File: src/common/atxcfg_pkg.sv
// package: register map, field layout and types of the tx channel 6..8 slot configuration
package atxcfg_pkg;
  // ----------------------------------------------------------------
  // register offsets
  // ----------------------------------------------------------------
  localparam logic [7:0] TX_CHANNEL6_CONFIG_OFS = 8'h23;
  localparam logic [7:0] TX_CHANNEL7_CONFIG_OFS = 8'h24;
  localparam logic [7:0] TX_CHANNEL8_CONFIG_OFS = 8'h25;
  // ----------------------------------------------------------------
  // reset values
  // ----------------------------------------------------------------
  localparam logic [7:0] TX_CHANNEL6_CONFIG_RST = 8'h05;
  localparam logic [7:0] TX_CHANNEL7_CONFIG_RST = 8'h06;
  localparam logic [7:0] TX_CHANNEL8_CONFIG_RST = 8'h07;
  // ----------------------------------------------------------------
  // field positions
  // ----------------------------------------------------------------
  localparam int SLOT_LSB = 0;
  localparam int SLOT_MSB = 4;
  localparam int SRC_LSB = 5;
  localparam int SRC_MSB = 6;
  localparam int CH8_SRC_BIT = 5;
  localparam int HALF_SLOT_BIT = 4; // right/left half in i2s and left-justified
  localparam logic [7:0] CH67_WRITE_MASK = 8'h7F; // bit 7 reserved
  localparam logic [7:0] CH8_WRITE_MASK = 8'h3F; // bits 7-6 reserved
  // ----------------------------------------------------------------
  // types
  // ----------------------------------------------------------------
  typedef enum logic [1:0] {
    ATX_SRC_TRISTATE = 2'b00,
    ATX_SRC_PRIMARY = 2'b01,
    ATX_SRC_SECONDARY = 2'b10,
    ATX_SRC_RESERVED = 2'b11
  } atx_src_e;
  typedef enum logic [1:0] {
    ATX_FMT_TDM = 2'b00,
    ATX_FMT_I2S = 2'b01,
    ATX_FMT_LJ = 2'b10
  } atx_fmt_e;
  // register write/read port
  typedef struct packed {
    logic wr;
    logic rd;
    logic [7:0] addr;
    logic [7:0] wdata;
  } atx_reg_req_s;
  // frame position of the serial output
  typedef struct packed {
    logic slot_start;
    logic right_half;
    logic [4:0] slot;
  } atx_frame_pos_s;
endpackage

File: src/logic/atxcfg_slot_match.sv
// module: matches one channel's slot field against the current frame position
`timescale 1ns/1ps
module atxcfg_slot_match
  import atxcfg_pkg::*;
(
  input wire logic [1:0] fmt,
  input wire atx_frame_pos_s pos,
  input wire logic [4:0] slot_field,
  output logic hit
);
  // ----------------------------------------------------------------
  // slot decode
  // ----------------------------------------------------------------
  // lower four bits pick the slot within a half frame
  wire logic [3:0] half_index = slot_field[3:0];
  // upper bit picks which half
  wire logic want_right = slot_field[HALF_SLOT_BIT];
  // tdm compares all five bits directly
  wire logic tdm_hit = (pos.slot == slot_field);
  // half-frame formats: 0..15 left, 16..31 right
  wire logic half_hit = (pos.slot[3:0] == half_index) && (pos.right_half == want_right);
  assign hit = (fmt == ATX_FMT_TDM) ? tdm_hit : half_hit;
endmodule // atxcfg_slot_match

File: src/logic/atxcfg_tx_slot_config.sv
// module: tx channel 6..8 source selection and slot placement on the serial output
//
// Functional notes
// channel 6 source: tristate, loopback, echo second
// channel 7 source: tristate, battery/temp, echo pair
// channel 8 bit 5: tristate or interchip data
// tdm slot field selects slots 0 to 31
// half formats: values 0-15 left slots
// half formats: values 16-31 right slots
// slot resets 5,6,7; sources reset tristate
// reserved bits read zero, write zero only
// tristate channel leaves output undriven all slot
`timescale 1ns/1ps
module atxcfg_tx_slot_config
  import atxcfg_pkg::*;
#(
  parameter int WORD_LEN = 32 // slot word length in bits
) (
  input wire logic ref_clk,
  input wire logic rst,
  input wire atx_reg_req_s reg_req,
  output logic [7:0] reg_rdata,
  input wire logic [1:0] fmt,
  input wire atx_frame_pos_s pos,
  input wire logic [WORD_LEN-1:0] loopback_second,
  input wire logic [WORD_LEN-1:0] echo_reference_first,
  input wire logic [WORD_LEN-1:0] echo_reference_second,
  input wire logic [WORD_LEN/2-1:0] battery_half_word,
  input wire logic [WORD_LEN/2-1:0] temperature_half_word,
  input wire logic [WORD_LEN-1:0] interchip_link_data,
  output logic [WORD_LEN-1:0] slot_word,
  output logic slot_word_load,
  output logic sdout_oe
);
  // ----------------------------------------------------------------
  // configuration registers
  // ----------------------------------------------------------------
  logic [7:0] tx_channel6_config; // source + slot, bit 7 reserved
  logic [7:0] tx_channel7_config; // source + slot, bit 7 reserved
  logic [7:0] tx_channel8_config; // source bit + slot, bits 7-6 reserved

  // write strobes from the register port
  wire logic wr6 = reg_req.wr && (reg_req.addr == TX_CHANNEL6_CONFIG_OFS);
  wire logic wr7 = reg_req.wr && (reg_req.addr == TX_CHANNEL7_CONFIG_OFS);
  wire logic wr8 = reg_req.wr && (reg_req.addr == TX_CHANNEL8_CONFIG_OFS);

  // reserved bits are masked on write so they can never read back as one
  always_ff @(posedge ref_clk or posedge rst) begin
    if (rst) begin
      tx_channel6_config <= TX_CHANNEL6_CONFIG_RST;
      tx_channel7_config <= TX_CHANNEL7_CONFIG_RST;
      tx_channel8_config <= TX_CHANNEL8_CONFIG_RST;
    end else begin
      if (wr6) begin
        tx_channel6_config <= reg_req.wdata & CH67_WRITE_MASK;
      end
      if (wr7) begin
        tx_channel7_config <= reg_req.wdata & CH67_WRITE_MASK;
      end
      if (wr8) begin
        tx_channel8_config <= reg_req.wdata & CH8_WRITE_MASK;
      end
    end
  end

  // ----------------------------------------------------------------
  // read back
  // ----------------------------------------------------------------
  // unmapped addresses read zero; read data is registered
  wire logic [7:0] next_rdata =
    (reg_req.addr == TX_CHANNEL6_CONFIG_OFS) ? tx_channel6_config :
    (reg_req.addr == TX_CHANNEL7_CONFIG_OFS) ? tx_channel7_config :
    (reg_req.addr == TX_CHANNEL8_CONFIG_OFS) ? tx_channel8_config : 8'h00;

  // read data holds until the next read
  always_ff @(posedge ref_clk or posedge rst) begin
    if (rst) begin
      reg_rdata <= 8'h00;
    end else if (reg_req.rd) begin
      reg_rdata <= next_rdata;
    end
  end

  // ----------------------------------------------------------------
  // field decode
  // ----------------------------------------------------------------
  wire atx_src_e src6 = atx_src_e'(tx_channel6_config[SRC_MSB:SRC_LSB]);
  wire atx_src_e src7 = atx_src_e'(tx_channel7_config[SRC_MSB:SRC_LSB]);
  wire logic src8 = tx_channel8_config[CH8_SRC_BIT];
  wire logic hit6;
  wire logic hit7;
  wire logic hit8;

  // one matcher per channel; identical decode shared in a small module
  atxcfg_slot_match u_match6 (
    .fmt(fmt),
    .pos(pos),
    .slot_field(tx_channel6_config[SLOT_MSB:SLOT_LSB]),
    .hit(hit6)
  );
  atxcfg_slot_match u_match7 (
    .fmt(fmt),
    .pos(pos),
    .slot_field(tx_channel7_config[SLOT_MSB:SLOT_LSB]),
    .hit(hit7)
  );
  atxcfg_slot_match u_match8 (
    .fmt(fmt),
    .pos(pos),
    .slot_field(tx_channel8_config[SLOT_MSB:SLOT_LSB]),
    .hit(hit8)
  );

  // ----------------------------------------------------------------
  // source selection
  // ----------------------------------------------------------------
  // reserved source codes behave as tristate: safer than driving garbage
  wire logic act6 = hit6 && (src6 == ATX_SRC_PRIMARY || src6 == ATX_SRC_SECONDARY);
  wire logic act7 = hit7 && (src7 == ATX_SRC_PRIMARY || src7 == ATX_SRC_SECONDARY);
  wire logic act8 = hit8 && src8;

  wire logic [WORD_LEN-1:0] word6 =
    (src6 == ATX_SRC_PRIMARY) ? loopback_second : echo_reference_second;
  wire logic [WORD_LEN-1:0] word7 = (src7 == ATX_SRC_PRIMARY) ?
    {battery_half_word, temperature_half_word} :
    {echo_reference_first[WORD_LEN-1 -: WORD_LEN/2],
     echo_reference_second[WORD_LEN-1 -: WORD_LEN/2]};

  // lowest channel wins if two share a slot; overlap is a software error
  wire logic [WORD_LEN-1:0] next_word =
    act6 ? word6 : act7 ? word7 : act8 ? interchip_link_data : '0;
  wire logic any_act = act6 || act7 || act8;

  // ----------------------------------------------------------------
  // slot output
  // ----------------------------------------------------------------
  // word and enable latched at slot start and held for the whole slot
  always_ff @(posedge ref_clk or posedge rst) begin
    if (rst) begin
      slot_word <= '0;
      sdout_oe <= 1'b0;
    end else if (pos.slot_start) begin
      slot_word <= next_word;
      sdout_oe <= any_act;
    end
  end

  // load strobe for the shifter, only in slots actually driven
  always_ff @(posedge ref_clk or posedge rst) begin
    if (rst) begin
      slot_word_load <= 1'b0;
    end else begin
      slot_word_load <= pos.slot_start && any_act;
    end
  end

  // ----------------------------------------------------------------
  // assertions
  // ----------------------------------------------------------------
  a_reserved_zero: assert property (@(posedge ref_clk) disable iff (rst)
    (tx_channel6_config[7] == 1'b0) && (tx_channel7_config[7] == 1'b0) &&
    (tx_channel8_config[7:6] == 2'b00))
    else $error("reserved config bit set");

  a_ch6_write: assert property (@(posedge ref_clk) disable iff (rst)
    wr6 |=> tx_channel6_config == ($past(reg_req.wdata) & CH67_WRITE_MASK))
    else $error("channel 6 config write lost");

  a_tristate_undriven: assert property (@(posedge ref_clk) disable iff (rst)
    pos.slot_start && !any_act |=> !sdout_oe)
    else $error("output driven in tristate slot");

  a_ch6_word: assert property (@(posedge ref_clk) disable iff (rst)
    pos.slot_start && act6 && src6 == ATX_SRC_PRIMARY |=>
      sdout_oe && slot_word == $past(loopback_second))
    else $error("channel 6 loopback word wrong");

  a_ch7_pack: assert property (@(posedge ref_clk) disable iff (rst)
    pos.slot_start && !act6 && act7 && src7 == ATX_SRC_PRIMARY |=>
      slot_word == $past({battery_half_word, temperature_half_word}))
    else $error("channel 7 battery word wrong");

  a_ch8_link: assert property (@(posedge ref_clk) disable iff (rst)
    pos.slot_start && hit8 && !src8 && !act6 && !act7 |=> !sdout_oe)
    else $error("channel 8 driven while off");

  a_tdm_slot: assert property (@(posedge ref_clk) disable iff (rst)
    fmt == ATX_FMT_TDM && hit6 |-> pos.slot == tx_channel6_config[4:0])
    else $error("tdm slot mismatch");

  a_left_half: assert property (@(posedge ref_clk) disable iff (rst)
    fmt != ATX_FMT_TDM && hit7 && !tx_channel7_config[4] |-> !pos.right_half)
    else $error("left half slot mismatch");

  a_right_half: assert property (@(posedge ref_clk) disable iff (rst)
    fmt != ATX_FMT_TDM && hit8 && tx_channel8_config[4] |->
      pos.right_half && pos.slot[3:0] == tx_channel8_config[3:0])
    else $error("right half slot mismatch");

  a_oe_holds: assert property (@(posedge ref_clk) disable iff (rst)
    !pos.slot_start |=> $stable(sdout_oe))
    else $error("output enable changed inside slot");

  a_reset_vals: assert property (@(posedge ref_clk)
    $fell(rst) |-> tx_channel7_config == TX_CHANNEL7_CONFIG_RST)
    else $error("channel 7 reset value wrong");
endmodule // atxcfg_tx_slot_config

File: config.mk
export PLATFORM = sky130hd
export DESIGN_NAME = atxcfg_tx_slot_config
export DESIGN_NICKNAME = d
export VERILOG_FILES = /design/src/common/atxcfg_pkg.sv /design/src/logic/atxcfg_slot_match.sv /design/src/logic/atxcfg_tx_slot_config.sv
export SDC_FILE = /design/constraint.sdc
export NUM_CORES = 1
export LEC_CHECK = 0
export BUFFER_PORTS_ARGS = -buffer_cell sky130_fd_sc_hd__buf_2
export CAP_MARGIN = 20
export CORE_MARGIN = 4
export CORE_UTILIZATION = 45
export CTS_CLUSTER_DIAMETER = 60
export DETAILED_ROUTE_END_ITERATION = 12
export PLACE_DENSITY = 0.81
export SETUP_SLACK_MARGIN = 0.3
export SYNTH_ARGS = -nofsm -noshare
export SYNTH_HDL_FRONTEND = slang
export SYNTH_SLANG_ARGS = --single-unit
File: constraint.sdc
create_clock -name ref_clk -period 2.7 [get_ports ref_clk]
set_clock_uncertainty 0.15 [all_clocks]
set_input_delay 0.54 -clock ref_clk [delete_from_list [all_inputs] [get_ports ref_clk]]
set_output_delay 0.54 -clock ref_clk [all_outputs]
set_load 0.02 [all_outputs]
==> run metrics <==
status finished clean; CTS tree built; Placed Instances 724; Synth Area per Inst 9.99 um2; Power Density 430 nW/um2; most common cell after layout, fill and taps aside buf_2; PostCTS Resize Cnt 0; Die Ht 104 um; Syn Inst Count 418; Hold Worst Slack 0.0866 ns; Mapped Area 4180 um2; gpl congestion 0.861; Non-Filler Instances 740; Pre-antenna DRT Iters 4; Max-Cap Viols 0; total clock buffers created by CTS 9; area grow syn2layout 35.2%; final core occ between 60% and 70%; I/O Pins 231; CP required roughly 2.8 ns; final net count 818; setup tns final 0 ns; Final Critical Period between 2 and 2.5 ns; number of flops mapped to enable cells by yosys 0; hold_buf cts 0; post-synthesis xor/xnor area fraction 2.52%; CTS Sinks slightly above 60; via count around 4,100; crit path capture slot_word[27]; final hold vios 0; Post-Syn Nets 609; Reg2Reg Capture Point slot_word[27]; Top delay family on crit path simple AND/OR/NAND/NOR gates; Reg clk slew, reported paths 0.07 ns; crit end category flip-flop; placed inst area around 5400 um2; DRT iter0 DRCs 183; fin area approximately 5600 um2; Simple-Gate Fraction of Synth Area 12.6%; total wire length between 10,000 and 15,000 um; Yosys cell types 41; arrival time worst endpoint 2.40 ns; Crit. Startpoint fmt[1]; Peak VDD IR between 0.0003 and 0.0004 V; CORE AREA 8890 um2; final period utilization 85.3%; Synth area leaders dfrtp_1 (32%), mux2_2 (11%), mux2i_1 (6.7%); post-CTS setup buffer count 0; HP Class in -> async; drt drc 0; Slew Limit Headroom 64.8%; full die area 10,900 um2; vias in the first global route 4,253; worst-skew pair later-pin latency between 0.3 and 0.4 ns; sequential-to-total area share from yosys stat 36.8%; R2R Setup Slk 0.44 ns; initial antenna violation count 0; first-pass GRT wire length 21,000 um; Static Leak 0.00280 uW; critical path cell sequence buf_2 -> o21a_1 -> or3_1 -> a211oi_2 -> or4b_1 -> buf_4 -> o221ai_1; Largest stage delay, worst path 0.49 ns; Warnings, synthesis 0; Die W 104 um; WL/cell between 15 and 20 um; Synth Area in Compound Gates 17.8%; CP Buf/Inv Count 2; setup violators final 0; worst-margin pin slew 0.528 ns; vias per std cell 5.51; RSZ-0062 raised after global routing false; HPWL Detailed 10,400 um; FF-to-FF Start tx_channel8_config[1]; FP Rows 34; # diodes 0; area share of the largest cell type after synthesis 32.4%; Starting Density 47.0%; max-slew violation count 0; startpoint types input port; clock buffer depth 2; crit path kind in -> reg; Slowest-stage cell, CP or4b_1; instance count on the critical path 7; Most used DFF post-synth dfrtp_1; GRT Total Usage roughly a quarter; root buf cell clkbuf_8; Overflow after GRT 0; Seq cells post-synth 61; adder-cell share of the synthesized area 0.599%; layout cells sized above 1 51.9%; most frequent cells in the layout buf_2 (212), dfrtp_1 (54), nand2_1 (53); Fmax achieved 434 MHz; largest family of logic cells by synthesized area multiplexers; PortBufs 212; post-synthesis mux area share 22.7%; Routed Antenna Nets 0; pin count of the biggest net entering global routing 35; # H-tree levels 3; R2R depth 6; CP max FO 16; Synth area leader dfrtp_1; Post-synth ARST share 100%
==> area by class of cell <==
class / instances / area, um2
sequential: 61 / 1540
multi-input combinational: 289 / 2360
clock inverter: 6 / 110
fill: 716 / 3250
timing repair buffer: 229 / 1230
clock buffer: 10 / 138
inverter: 37 / 139
tap: 108 / 135
==> flip-flops by register name, indices dropped and copies added, names as in the netlist <==
register	cells
slot_word	32
reg_rdata	7
tx_channel6_config	7
tx_channel7_config	7
tx_channel8_config	6
sdout_oe	1
slot_word_load	1
==> cell usage after synthesis, types with 2 or more instances <==
master / instances
buf_6: 3
clkbuf_1: 21
xor2_1: 2
or3_1: 3
mux2_4: 13
a2111oi_4: 2
nand2_4: 2
nor2_8: 2
o221ai_2: 8
or4b_4: 2
nor2_1: 35
o21ai_0: 4
nor2b_1: 4
a31oi_1: 4
ha_1: 2
xnor2_1: 10
mux2_2: 42
nand2_1: 53
dfrtp_1: 54
nand3_1: 3
o221ai_1: 24
a22oi_1: 29
a41oi_1: 6
inv_1: 37
mux2i_1: 28
dfstp_2: 7
buf_2: 4
==> stage by stage <==
step,worst slack [ns],power [uW]
after floorplan,0.215,1220
after global placement,0.0894,1420
after detailed placement,0.0488,1430
after CTS,0.413,2450
after global routing,0.324,2540
final,0.396,2430
==> worst min path at each step <==
stage	from	slack [ns]	cells past startpoint	end
finish	rst	0.09	2	reg_rdata[1]
global route	rst	0.12	2	reg_rdata[2]
CTS	rst	0.08	2	reg_rdata[1]
detailed placement	sdout_oe	0.33	1	sdout_oe
global placement	sdout_oe	0.31	1	sdout_oe
floorplan	tx_channel8_config[5]	0.35	1	tx_channel8_config[5]
==> power breakdown <==
part | switching, uW | total [uW] | internal (uW)
combinational | 226 | 444 | 218
clock | 375 | 1010 | 637
sequential | 23.8 | 974 | 950
==> cell families after synthesis <==
kind of cell / Yosys count
xor+xnor: 12
other cells: 1
buf+inv: 68
flops: 61
fa+ha+maj: 2
compound gates: 82
simple gates: 109
mux: 83
==> per-layer routing <==
layer  vias up  global-route usage (%)  part of all wire (%)
met1      1952                    27.1                    38
met3        29                    6.39                   6.9
met5         -                       0                     0
met2       184                    43.1                    53
met4         0                    8.83                   2.9
li1       1912                       -                     -
(Power assumes the default switching activity.)
